===== src/verilog/adsc_regs.svh =====
`ifndef ADSC_REGS_SVH
`define ADSC_REGS_SVH
// byte offsets on the register bus
`define ADSC_OFF_CTRL     12'h000
`define ADSC_OFF_CFG1     12'h004
`define ADSC_OFF_CFG2     12'h008
`define ADSC_OFF_RESH     12'h00C
`define ADSC_OFF_RESL     12'h010
`define ADSC_OFF_STAT     12'h014
// control register fields
`define ADSC_CTRL_ON      0
`define ADSC_CTRL_GO      1
`define ADSC_CTRL_CHS_LO  2
`define ADSC_CTRL_CHS_HI  5
// pin and reference register fields
`define ADSC_CFG1_PCFG_LO 0
`define ADSC_CFG1_PCFG_HI 3
`define ADSC_CFG1_PREF    4
`define ADSC_CFG1_NREF    5
// timing and format register fields
`define ADSC_CFG2_CS_LO   0
`define ADSC_CFG2_CS_HI   2
`define ADSC_CFG2_ACQ_LO  3
`define ADSC_CFG2_ACQ_HI  5
`define ADSC_CFG2_FMT     7
// status register fields
`define ADSC_STAT_DONE    0
// reset values
`define ADSC_PCFG_FUSE1   4'h0
`define ADSC_PCFG_FUSE0   4'h7
// conversion length in conversion-clock periods; rc divider in system clocks
`define ADSC_CONV_TAD     5'h0B
`define ADSC_RC_DIV       8'h1E
`endif


===== src/verilog/adsc_top.sv =====
// Function
// - negative reference bit picks channel 2 pin when set, ground when clear.
// - positive reference bit picks channel 3 pin when set, supply when clear.
// - pin field 0-2 all analog; higher values turn channels 12 downward digital.
// - at power-on the pin field loads 0000 if fuse set, 0111 if clear.
// - channels 5 to 7 exist only on the larger package.
// - acquisition field selects 0,2,4,6,8,12,16,20 conversion-clock periods.
// - clock field selects osc/2,/8,/32,/4,/16,/64 or internal RC clock.
// - with RC clock, start of the clock waits one instruction cycle.
// - any reset restores registers except the result pair, disables converter, aborts conversion.
// - on completion load result, clear start bit, set done flag.
// - power-on reset leaves the result pair unmodified.
// - nonzero acquisition time is inserted between start and conversion.
// - result by successive approximation, one bit per conversion-clock period.
// - upper two pin-config bits and timing bit 6 read zero.
// - each conversion takes eleven conversion-clock periods.
// - clearing start mid-conversion aborts and keeps the previous result.
// - with programmed acquisition, start samples then converts automatically.
//
// Local design decisions: the APB slave port and the address map.
`timescale 1ns/100ps
`include "adsc_regs.svh"

package adsc_pkg;
  typedef enum logic [1:0] {
    ADSC_IDLE  = 2'b00,
    ADSC_DELAY = 2'b01,
    ADSC_ACQ   = 2'b11,
    ADSC_CONV  = 2'b10
  } adsc_state_t;

  typedef struct packed {
    adsc_state_t state;
    logic        on;
    logic        go;
    logic [3:0]  chs;
    logic        nref;
    logic        pref;
    logic [3:0]  pcfg;
    logic        fmt;
    logic [2:0]  acq;
    logic [2:0]  cs;
    logic [9:0]  res;
    logic        done;
    logic [9:0]  sar;
    logic [3:0]  bitn;
    logic [4:0]  tadn;
    logic [7:0]  div;
    logic        tad;
    logic [1:0]  fuse_s;
    logic        por_done;
    logic [1:0]  por_s;
    logic [1:0]  por_wait;
    logic        sample;
    logic        pready;
    logic [31:0] prdata;
    logic [12:0] dig;
  } adsc_st_t;
endpackage

module adsc_top #(
  parameter int CHANNELS = 13
) (
  // clock and reset
  input  wire logic        MCLK_I,
  input  wire logic        RESET_I,
  // power-on indication and fuse
  input  wire logic        POR_I,
  input  wire logic        PORTB_ANALOG_FUSE_I,
  // apb slave
  input  wire logic        PSEL_I,
  input  wire logic        PENABLE_I,
  input  wire logic        PWRITE_I,
  input  wire logic [11:0] PADDR_I,
  input  wire logic [31:0] PWDATA_I,
  output logic             PREADY_O,
  output logic [31:0]      PRDATA_O,
  output logic             PSLVERR_O,
  // analog core side
  input  wire logic        CMP_I,
  output logic [9:0]       SAR_DAC_O,
  output logic             SAMPLE_O,
  output logic [3:0]       CHANNEL_SELECT_O,
  output logic             NEG_REF_SELECT_O,
  output logic             POS_REF_SELECT_O,
  output logic [12:0]      DIGITAL_PIN_O,
  output logic             CONV_DONE_FLAG_O
);

  adsc_pkg::adsc_st_t st;
  adsc_pkg::adsc_st_t next_st;
  logic [7:0]         acq_len;
  logic [7:0]         div_len;
  logic               wr;
  logic               rd;
  // the comparator answers on our own dac code within the cycle, so it is
  // same-clock logic; a synchroniser would outlast the shortest conversion period
  logic [9:0]         bit_mask;

  ////////////////////////////////////////////////////////////////
  always_comb begin
    case (st.acq)
      3'h1:    acq_len = 8'h02;
      3'h2:    acq_len = 8'h04;
      3'h3:    acq_len = 8'h06;
      3'h4:    acq_len = 8'h08;
      3'h5:    acq_len = 8'h0C;
      3'h6:    acq_len = 8'h10;
      3'h7:    acq_len = 8'h14;
      default: acq_len = 8'h00;
    endcase
    // full conversion-clock periods in system clocks; rc choice is a fixed slow divider
    case (st.cs)
      3'h0:    div_len = 8'h02;
      3'h4:    div_len = 8'h04;
      3'h1:    div_len = 8'h08;
      3'h5:    div_len = 8'h10;
      3'h2:    div_len = 8'h20;
      3'h6:    div_len = 8'h40;
      default: div_len = `ADSC_RC_DIV;
    endcase
  end

  assign wr = PSEL_I && PENABLE_I && PWRITE_I;
  assign rd = PSEL_I && !PENABLE_I && !PWRITE_I;

  always_comb begin
    next_st = st;
    next_st.fuse_s   = {st.fuse_s[0], PORTB_ANALOG_FUSE_I};
    next_st.por_s    = {st.por_s[0], POR_I};
    next_st.por_wait = {st.por_wait[0], 1'b1};
    next_st.pready   = PSEL_I && !PENABLE_I;
    // fuse taken once both synchronisers have settled, and only after a power-on
    if (st.por_wait[1] && !st.por_done) begin
      next_st.por_done = 1'b1;
      if (st.por_s[1]) begin
        next_st.pcfg = st.fuse_s[1] ? `ADSC_PCFG_FUSE1 : `ADSC_PCFG_FUSE0;
      end
    end
    // conversion clock enable: one-cycle pulse every div_len cycles
    next_st.tad = 1'b0;
    if (st.div >= div_len - 8'h01) begin
      next_st.div = 8'h00;
      next_st.tad = 1'b1;
    end else begin
      next_st.div = st.div + 8'h01;
    end
    bit_mask = 10'h200 >> st.bitn;
    case (st.state)
      adsc_pkg::ADSC_IDLE: begin
        next_st.tadn = 5'h00;
        if (st.go && st.on) begin
          next_st.div = 8'h00;
          // a pulse left from the free-running divider would shorten the first period
          next_st.tad = 1'b0;
          if (st.cs[1:0] == 2'b11) next_st.state = adsc_pkg::ADSC_DELAY;
          else if (acq_len != 8'h00) next_st.state = adsc_pkg::ADSC_ACQ;
          else next_st.state = adsc_pkg::ADSC_CONV;
          next_st.sar  = 10'h200;
          next_st.bitn = 4'h0;
        end
      end
      adsc_pkg::ADSC_DELAY: begin
        // one instruction cycle of four clocks before the rc clock starts
        next_st.div  = 8'h00;
        next_st.tad  = 1'b0;
        next_st.tadn = st.tadn + 5'h01;
        if (st.tadn == 5'h03) begin
          next_st.tadn  = 5'h00;
          next_st.state = (acq_len != 8'h00) ? adsc_pkg::ADSC_ACQ : adsc_pkg::ADSC_CONV;
        end
      end
      adsc_pkg::ADSC_ACQ: begin
        if (st.tad) begin
          next_st.tadn = st.tadn + 5'h01;
          if ({3'h0, st.tadn} == acq_len - 8'h01) begin
            next_st.tadn  = 5'h00;
            next_st.state = adsc_pkg::ADSC_CONV;
          end
        end
      end
      adsc_pkg::ADSC_CONV: begin
        if (st.tad) begin
          next_st.tadn = st.tadn + 5'h01;
          // first period is the hold, then one decision per period on the shown trial
          if (st.tadn != 5'h00 && st.bitn < 4'hA) begin
            if (!CMP_I) next_st.sar = st.sar & ~bit_mask;
            if (st.bitn < 4'h9) next_st.sar = next_st.sar | (bit_mask >> 1);
            next_st.bitn = st.bitn + 4'h1;
          end
          if (st.tadn == `ADSC_CONV_TAD - 5'h01) begin
            next_st.res   = next_st.sar;
            next_st.go    = 1'b0;
            next_st.done  = 1'b1;
            next_st.state = adsc_pkg::ADSC_IDLE;
          end
        end
      end
      default: next_st.state = adsc_pkg::ADSC_IDLE;
    endcase
    if (!st.go || !st.on) begin
      next_st.state = adsc_pkg::ADSC_IDLE;
    end
    next_st.sample = next_st.state != adsc_pkg::ADSC_CONV;
    if (wr) begin
      case (PADDR_I)
        `ADSC_OFF_CTRL: begin
          next_st.on  = PWDATA_I[`ADSC_CTRL_ON];
          next_st.go  = PWDATA_I[`ADSC_CTRL_GO];
          next_st.chs = PWDATA_I[`ADSC_CTRL_CHS_HI:`ADSC_CTRL_CHS_LO];
        end
        `ADSC_OFF_CFG1: begin
          next_st.nref = PWDATA_I[`ADSC_CFG1_NREF];
          next_st.pref = PWDATA_I[`ADSC_CFG1_PREF];
          next_st.pcfg = PWDATA_I[`ADSC_CFG1_PCFG_HI:`ADSC_CFG1_PCFG_LO];
        end
        `ADSC_OFF_CFG2: begin
          next_st.fmt = PWDATA_I[`ADSC_CFG2_FMT];
          next_st.acq = PWDATA_I[`ADSC_CFG2_ACQ_HI:`ADSC_CFG2_ACQ_LO];
          next_st.cs  = PWDATA_I[`ADSC_CFG2_CS_HI:`ADSC_CFG2_CS_LO];
        end
        `ADSC_OFF_RESH: begin
          if (st.fmt) next_st.res[9:8] = PWDATA_I[1:0];
          else next_st.res[9:2] = PWDATA_I[7:0];
        end
        `ADSC_OFF_RESL: begin
          if (st.fmt) next_st.res[7:0] = PWDATA_I[7:0];
          else next_st.res[1:0] = PWDATA_I[7:6];
        end
        // set wins over the write-one clear
        `ADSC_OFF_STAT: begin
          if (PWDATA_I[`ADSC_STAT_DONE] && !(next_st.done && !st.done)) next_st.done = 1'b0;
        end
        default: ;
      endcase
    end
    if (rd) begin
      case (PADDR_I)
        `ADSC_OFF_CTRL: next_st.prdata = {26'h0, st.chs, st.go && st.on, st.on};
        `ADSC_OFF_CFG1: next_st.prdata = {26'h0, st.nref, st.pref, st.pcfg};
        `ADSC_OFF_CFG2: next_st.prdata = {24'h0, st.fmt, 1'b0, st.acq, st.cs};
        `ADSC_OFF_RESH: next_st.prdata = st.fmt ? {30'h0, st.res[9:8]}
                                                 : {24'h0, st.res[9:2]};
        `ADSC_OFF_RESL: next_st.prdata = st.fmt ? {24'h0, st.res[7:0]}
                                                 : {24'h0, st.res[1:0], 6'h00};
        `ADSC_OFF_STAT: next_st.prdata = {31'h0, st.done};
        default:        next_st.prdata = 32'h0;
      endcase
    end
    // pin mask: value v above 2 turns channels 12 down to 15-v digital
    for (int i = 0; i < 13; i++) begin
      next_st.dig[i] = (st.pcfg > 4'h2) && (i >= 15 - int'(st.pcfg));
    end
    // small package: channels 5..7 are absent and never analog
    if (CHANNELS < 13) next_st.dig[7:5] = 3'h7;
  end

  ////////////////////////////////////////////////////////////////
  // result is excluded from reset so a power-on leaves it alone
  always_ff @(posedge MCLK_I or posedge RESET_I) begin
    if (RESET_I) begin
      st.state    <= adsc_pkg::ADSC_IDLE;
      st.on       <= 1'b0;
      st.go       <= 1'b0;
      st.chs      <= 4'h0;
      st.nref     <= 1'b0;
      st.pref     <= 1'b0;
      st.pcfg     <= `ADSC_PCFG_FUSE1;
      st.fmt      <= 1'b0;
      st.acq      <= 3'h0;
      st.cs       <= 3'h0;
      st.done     <= 1'b0;
      st.sar      <= 10'h000;
      st.bitn     <= 4'h0;
      st.tadn     <= 5'h00;
      st.div      <= 8'h00;
      st.tad      <= 1'b0;
      st.fuse_s   <= 2'b00;
      st.por_done <= 1'b0;
      st.por_s    <= 2'b00;
      st.por_wait <= 2'b00;
      st.sample   <= 1'b1;
      st.pready   <= 1'b0;
      st.prdata   <= 32'h0;
      st.dig      <= 13'h0000;
    end else begin
      st          <= next_st;
      st.res      <= next_st.res;
    end
  end

  ////////////////////////////////////////////////////////////////
  assign PREADY_O         = st.pready;
  assign PRDATA_O         = st.prdata;
  assign PSLVERR_O        = 1'b0;
  assign SAR_DAC_O        = st.sar;
  assign SAMPLE_O         = st.sample;
  assign CHANNEL_SELECT_O = st.chs;
  assign NEG_REF_SELECT_O = st.nref;
  assign POS_REF_SELECT_O = st.pref;
  assign DIGITAL_PIN_O    = st.dig;
  assign CONV_DONE_FLAG_O = st.done;

endmodule // adsc_top


===== config.mk =====
export PLATFORM = sky130hd
export DESIGN_NAME = adsc_top
export DESIGN_NICKNAME = d
export VERILOG_FILES = /design/src/verilog/adsc_top.sv
export VERILOG_INCLUDE_DIRS = /design/src /design/src/verilog
export SDC_FILE = /design/constraint.sdc
export NUM_CORES = 1
export LEC_CHECK = 0
export BUFFER_PORTS_ARGS = -buffer_cell sky130_fd_sc_hd__clkbuf_2
export CAP_MARGIN = 20
export CORE_MARGIN = 2
export CORE_UTILIZATION = 59
export DETAILED_ROUTE_END_ITERATION = 8
export GPL_TIMING_DRIVEN = 0
export HOLD_SLACK_MARGIN = 0.06
export PLACE_DENSITY = 0.85
export SYNTH_ARGS = -nofsm -noshare
export SYNTH_HDL_FRONTEND = slang
export SYNTH_SLANG_ARGS = --single-unit

===== constraint.sdc =====
create_clock -name MCLK_I -period 8.9 [get_ports MCLK_I]
set_clock_uncertainty 0.15 [all_clocks]
set_input_delay 1.78 -clock MCLK_I [delete_from_list [all_inputs] [get_ports MCLK_I]]
set_output_delay 1.78 -clock MCLK_I [all_outputs]
set_load 0.005 [all_outputs]

== Word-level counts from Yosys, hierarchy flattened ==
Cells that the tools add are included.

* Add/subtract/negate cells: 6
* $lt $le $gt $ge: 17
* Eq/ne operators: 29
* Shift-type cells: 1
* Muxes and demuxes: 52
* Bitwise gates (word level): 3
* Reductions and logical operators: 42

{| class="wikitable"
|+ Operators by type and width
! kind !! count
|-
| $mux W10 || 5
|-
| $pmux W8 S6 || 1
|-
| $pmux W7 S6 || 1
|-
| $pmux W5 S7 || 1
|-
| $mux W30 || 1
|-
| $mux W29 || 1
|-
| $mux W14 || 2
|-
| $pmux W14 S2 || 1
|-
| $ge A5 B5 Y1 const A || 5
|-
| $eq A12 B4 Y1 const B || 2
|-
| $eq A12 B5 Y1 const B || 2
|-
| $mux W8 || 3
|-
| $logic_and A1 B1 Y1 || 22
|-
| $mux W11 || 2
|-
| $mux W2 || 11
|-
| $eq A3 B3 Y1 const B || 7
|-
| $ge A4 B5 Y1 const A || 4
|-
| $mux W5 || 4
|-
| $pmux W5 S4 || 1
|-
| $mux W6 || 3
|-
| $pmux W9 S2 || 1
|-
| $sub A8 B1 Y8 const B || 2
|-
| $eq A12 B3 Y1 const B || 1
|-
| $logic_not A12 Y1 || 1
|-
| other kinds (39) || 66
|}

* Bits in registers: 114
* Bits of input ports: 52
* Output and inout port bits: 65

== Depth between registers and ports, before layout ==
Gate-level depths: netlist of the first run.

* Depth after elaboration: 19
* Mapped depth: 11

== Worst setup path before layout of the first run ==
OpenSTA, ideal clock, no wires.

* Path kind: input to register
* Start: input RESET_I
* End: register st[83] (netlist name) (enable)
* Arrival: 3622 ps
* Data required time: 8302 ps
* Setup slack: 4680 ps
* Cell stages on the path: 1
* Buffers on the path: 0
* Cell sequence: inv_1

{| class="wikitable"
|+ RTL lines
! item !! RTL line !! RTL
|-
| from (decl) || adsc_top.sv:66 || <nowiki>input wire logic RESET_I,</nowiki>
|-
| to (decl) || adsc_top.sv:90 || <nowiki>adsc_pkg::adsc_st_t st;</nowiki>
|}

No word-level cell between the ends.

==> flow_summary.json, run 1 <==
{
  "drc_errors": 4,
  "synth_area_sq_um": 5425,
  "vias": 4613,
  "cts_resized": 0,
  "clock_path_buffers": 2,
  "start_kind": "input port",
  "yosys-top-cells-count": "dfrtp_1, buf_4, nor2_1",
  "fin_crit_ns": 3.843,
  "status": "complete, but fails checks",
  "violations": "design-rule violations",
  "arrival_ns": 3.79,
  "p_per_area_nw_per_um2": 145.7,
  "grt_pass1_vias": 4466,
  "rsz0062_at_grt": "no",
  "path_clk_slew_ns": 0.10,
  "worst_setup_path_end_kind": "flip-flop",
  "rr_startpoint": "st[93]",
  "postRouteAntennaNets": 0,
  "avgSynthCellArea_sq_um": 9.636,
  "syn_inst": 563,
  "slew_violations": 0,
  "hp-start": "next_st[50]",
  "drv_cap": 0,
  "numClockSinks": 90,
  "yosysSeqAreaShare_pct": 42.46,
  "synth_flop_cell": "dfrtp_1",
  "yosys.area.top_type_share_pct": 36.44,
  "die_x_um": 99.89,
  "layout.nets": 738,
  "num_rows": 34,
  "drive_gt1_share_pct": 25.37,
  "tightest_slew_ns": 0.6828,
  "crit_fanout": 10,
  "start_util_pct": 61.61,
  "yosysTopAreaCell": "dfrtp_1",
  "postCtsSetupBuffers": 0,
  "first_pass_iters": 9,
  "h-tree-depth": 3,
  "dieArea_sq_um": 9978,
  "die_h_um": 99.89,
  "period_share_pct": 43.18,
  "synthToLayoutAreaGrowth_pct": 14.46,
  "setup_tns_ns": 0,
  "clkLatencyLatePin_ns": 0.38,
  "ir_drop_mv": 0.1341,
  "slew_headroom_pct": 53.30,
  "power_leakage_nw": 2.951,
  "gp_congestion": 0.9753,
  "synth_most_common_cell": "dfrtp_1",
  "crit_end": "st[88]",
  "grt_pass1_wl_mm": 21.01,
  "wl_mm": 12.93,
  "synth.distinct_cells": 63,
  "placed_area_sq_um": 6010,
  "root_buffer": "clkbuf_8",
  "grt_usage_pct": 26.50,
  "cts_hold_buf": 0,
  "setup_viol": 0,
  "regToRegSetupSlack_ns": 5.45,
  "cts_tree": "yes",
  "synth_warnings": 0,
  "cts_buffers": 9,
  "core_area_sq_um": 8806,
  "synthTopCellsByArea": "dfrtp_1, buf_4, edfxtp_1, ha_1, o21ai_0",
  "wl_per_cell_um": 16.62,
  "port-buffer-count": 65,
  "fin_area_sq_um": 6210,
  "num_antenna_cells": 0,
  "r2r-end": "st[61]",
  "synth_edf_count": 10,
  "hold_class": "flip-flop to flip-flop",
  "async_reset_ff_share_pct": 88.89,
  "critPathRequiredTime_ns": 8.85,
  "vias_per_cell": 5.929,
  "drt_iter0_markers": 360,
  "grt_antenna_before_repair": 0,
  "hold_viol_final": 0,
  "io_pins": 117,
  "dp_hpwl_mm": 9.621,
  "reg2reg_depth": 10,
  "critPathKind": "input port to flip-flop",
  "ys_seq_elements": 90,
  "overflow": 0,
  "grt_max_degree": 66,
  "fmax_mhz": 260.2,
  "crit_start": "PADDR_I[7]"
}
area by class of cell:
type	instances	area (sq um)
well taps	108	135.1
plain buffers	90	571.8
flip-flops and latches	90	2303
fillers	673	2596
clock buffers	10	137.6
clock inverters	6	62.56
multi-input cells	386	2561
inverters	22	85.08
repair buffers	66	352.8
where the power goes:
part / internal (mW) / switching, mW
registers: 0.443 / 0.0279
clock network: 0.119 / 0.170
logic: 0.0658 / 0.0790
cell usage in the layout, fill, tap and decap left out, types with 8 or more instances in the layout:
cell	Yosys	layout
conb_1	2	27
clkbuf_1	24	24
buf_4	60	60
inv_1	21	20
o41ai_1	8	8
nor2_1	42	42
mux2i_1	15	15
mux2_2	9	9
edfxtp_1	10	10
ha_1	21	21
o21ai_0	34	34
a21oi_1	20	20
a22o_1	9	9
dfrtp_1	79	79
nand2b_1	18	18
clkbuf_8	0	10
nand2_1	38	38
clkbuf_2	0	65
nand3_1	13	13
cell families (layout without fill, tap and decap cells):
kind of cell,after synthesis,in the layout,synth area share (%)
XOR/XNOR,9,9,1.453
adder cells (fa/ha/maj),21,21,4.843
multiplexers,26,26,5.189
other,2,27,0.1384
AO/OA/AOI/OAI,142,142,18.22
buffers and inverters,112,194,12.06
AND/OR/NAND/NOR,161,161,15.64
flip-flops,90,90,42.46
per-stage QoR:
stage | hold WS (ns) | total power [mW] | worst slack, ns | instances | util [%]
floorplan | 0.1812 | 0.5771 | 4.654 | 588 | -
global placement | 0.1814 | 0.6104 | 3.756 | 761 | 67.90
detailed placement | 0.1862 | 0.6223 | 4.704 | 762 | 68.24
CTS | 0.2109 | 0.9067 | 5.090 | 778 | 70.52
global route | 0.2191 | 0.9454 | 4.946 | 778 | 70.52
finish | 0.2109 | 0.9047 | 5.057 | 778 | 70.52
critical path, cell delays in order:
cell,delay [ns]
clkbuf_2,0.07
or4_1,0.54
or4_1,0.42
buf_2,0.18
buf_1,0.24
nor2_1,0.38
o32ai_1,0.17
state kept, by name, summed over array words and instances (netlist names):
name,cells
NEG_REF_SELECT_O,1
POS_REF_SELECT_O,1
PREADY_O,1
st,47
CONV_DONE_FLAG_O,1
SAR_DAC_O,10
SAMPLE_O,1
CHANNEL_SELECT_O,4
PRDATA_O,8
DIGITAL_PIN_O,13
next_st,3
worst min-delay path by stage:
stage | cells after the start | slack [ns] | end
3_3_place_gp | 0 | 0.18 | st[50]
5_1_grt | 0 | 0.22 | st[50]
3_5_place_dp | 0 | 0.19 | st[50]
4_1_cts | 0 | 0.21 | st[50]
6_report | 0 | 0.21 | st[50]
2_1_floorplan | 0 | 0.18 | st[48]
routing by layer:
| metal | routed length (um) | global-route usage, % | share of wire [%] |
|---|---|---|---|
| met1 | 5083 | 32.40 | 39 |
| met2 | 6480 | 46.73 | 50 |
| met3 | 985 | 5.362 | 7.6 |
| met4 | 380 | 9.378 | 2.9 |
| met5 | 0 | 0 | 0 |
Power figures use the tool's default switching activity.
==> inputs of run 2 (changes only) <==
--- a/config.mk
+++ b/config.mk
@@ -9,11 +9,11 @@
 export BUFFER_PORTS_ARGS = -buffer_cell sky130_fd_sc_hd__clkbuf_2
 export CAP_MARGIN = 20
 export CORE_MARGIN = 2
-export CORE_UTILIZATION = 59
+export CORE_UTILIZATION = 50
 export DETAILED_ROUTE_END_ITERATION = 8
 export GPL_TIMING_DRIVEN = 0
 export HOLD_SLACK_MARGIN = 0.06
-export PLACE_DENSITY = 0.85
+export PLACE_DENSITY = 0.76
 export SYNTH_ARGS = -nofsm -noshare
 export SYNTH_HDL_FRONTEND = slang
 export SYNTH_SLANG_ARGS = --single-unit
==> constraint.sdc (replaced) <==
create_clock -name MCLK_I -period 3.5 [get_ports MCLK_I]
set_clock_uncertainty 0.15 [all_clocks]
set_input_delay 0.7 -clock MCLK_I [delete_from_list [all_inputs] [get_ports MCLK_I]]
set_output_delay 0.7 -clock MCLK_I [all_outputs]
set_load 0.005 [all_outputs]
==> run 2 against run 1 <==
Net effect: the run now ends clean; count of clock-buffer cells in the layout unchanged; design area increased by 1.3%; sequential power increased to 2.5 times the previous value; utilization decreased by 12 points; sequential share of layout area decreased by 0.48 points; largest cell class unchanged; largest power group unchanged.
==> flow_summary.json, run 2 (synthesis gave the netlist of run 1 again) <==
{
  "status": "finished clean",
  "p_int_mw": 1.742,
  "regToRegSetupSlack_ns": 0.40,
  "drt_iter0_markers": 239,
  "port-buffer-count": 65,
  "combPwrFrac_pct": 15.4,
  "h-tree-depth": 3,
  "critPathRequiredTime_ns": 3.65,
  "core_area_sq_um": 10700,
  "vias_per_cell": 5.446,
  "swShare_pct": 27.47,
  "cts_hold_buf": 0,
  "cpPeakStageDelay_ns": 0.50,
  "critPathKind": "flip-flop to flip-flop",
  "cpMaxStageDelayCell": "a2111oi_1",
  "layout.nets": 738,
  "switching_power_uw": 659.8,
  "start_util_pct": 50.71,
  "tightest_slew_ns": 0.6366,
  "grt_pass1_vias": 4169,
  "largest_register_ffs": 47,
  "placed_area_sq_um": 6050,
  "setup_viol": 0,
  "final_cell_mix": "dfrtp_1, clkbuf_2, buf_4",
  "fin_area_sq_um": 6291,
  "start_kind": "flip-flop",
  "num_antenna_cells": 0,
  "dp_hpwl_mm": 9.439,
  "cts_tree": "yes",
  "clkLatencyLatePin_ns": 0.37,
  "ir_drop_mv": 0.3077,
  "final_common_cell": "dfrtp_1",
  "setup_tns_ns": 0,
  "grt_usage_pct": 22.12,
  "postCtsSetupBuffers": 0,
  "worst_setup_path_end_kind": "flip-flop",
  "crit_fanout": 8,
  "drive_gt1_share_pct": 25.41,
  "place_inst": 794,
  "die_h_um": 108.2,
  "hold_viol_final": 0,
  "fmax_mhz": 322.7,
  "critPathBufInv": 1,
  "seq_power_share_pct": 49.8,
  "dieArea_sq_um": 11700,
  "power_leakage_nw": 2.961,
  "slew_violations": 0,
  "period_share_pct": 88.55,
  "wl_mm": 12.45,
  "instances_no_fill": 809,
  "numClockSinks": 90,
  "crit_path_cell_trace": "or3_1 > nand2_1 > inv_1 > ha_1 > or3_1 > a21o_1 > ha_1 > a2111oi_1 > o221ai_2 > nor2_1",
  "die_x_um": 108.2,
  "regMostFlops": "st",
  "p_per_area_nw_per_um2": 381.7,
  "p_clk_share_pct": 34.8,
  "clock_path_buffers": 2,
  "postRouteAntennaNets": 0,
  "hold_class": "input port to async pin",
  "vias": 4406,
  "arrival_ns": 3.25,
  "synthToLayoutAreaGrowth_pct": 15.96,
  "cts_buffers": 9,
  "wl_per_cell_um": 15.38,
  "grt_max_degree": 69,
  "drv_cap": 0,
  "rsz0062_at_grt": "no",
  "num_rows": 38,
  "io_pins": 117,
  "gp_congestion": 0.9561,
  "fin_crit_ns": 3.099,
  "power_mw": 2.401,
  "overflow": 0,
  "drc_errors": 0,
  "root_buffer": "clkbuf_8",
  "grt_pass1_wl_mm": 20.05,
  "slew_headroom_pct": 56.98,
  "first_pass_iters": 5,
  "path_clk_slew_ns": 0.10,
  "grt_antenna_before_repair": 0,
  "timing.hold.ws_ns": 0.1224,
  "worst_path_dominant_cell_family": "compound AO/OA/AOI/OAI gates"
}
## run 2: cell type report
| type | instances | area (sq um) |
|---|---|---|
| Inverter | 22 | 85.08 |
| Buffer | 90 | 571.8 |
| Timing Repair Buffer | 66 | 352.8 |
| Sequential cell | 90 | 2303 |
| Multi-Input combinational cell | 386 | 2569 |
| Fill cell | 956 | 4407 |
| Clock inverter | 5 | 85.08 |
| Clock buffer | 10 | 148.9 |
| Tap cell | 140 | 175.2 |
## run 2: power groups by stage
stage                     Clock (mW)  Combinational, mW  Sequential, mW
after detailed placement           0              0.364            1.22
after global routing           0.891              0.423            1.21
after floorplan                    0              0.270            1.20
after global placement             0              0.342            1.22
final                          0.836              0.370            1.20
after CTS                      0.851              0.366            1.20
## run 2: routing by layer
layer  up-vias  GRT usage, %  wire (um)
met5         -             0          0
met4         0         8.516        319
met3        28         3.978        561
met2       113         37.33       6186
met1      2120         28.34       5379
li1       2145             -          -
## run 2: worst register-to-register path, cell delays in order (launching register included)
cell	delay (ns)
dfrtp_1	0.48
or3_1	0.39
nand2_1	0.09
inv_1	0.05
ha_1	0.21
or3_1	0.31
a21o_1	0.19
ha_1	0.20
a2111oi_1	0.50
o221ai_2	0.29
nor2_1	0.17
## run 2: stage by stage
step | setup WS, ns | util, %
floorplan | 0.3339 | -
global placement | -0.6081 | 56.27
detailed placement | 0.1638 | 56.55
CTS | 0.1438 | 58.74
global route | 0.1209 | 58.81
finish | 0.4007 | 58.81
## run 2: path summary, 6_finish.rpt
check	start	cells past startpoint	end
setup reg to reg	st[93]	10	st[57]
max in group asynchronous	RESET_I	3	SAR_DAC_O[2]
min in group MCLK_I	next_st[53]	0	st[53]
hold reg to reg	next_st[53]	0	st[53]
setup / recovery	st[93]	10	st[57]
hold / removal	RESET_I	2	st[58]
## run 2: timing repair
action | in CTS | in global routing
gates resized for setup | 0 | 2
endpoints found under the setup margin | 0 | 8
endpoints found under the hold margin | 0 | 0
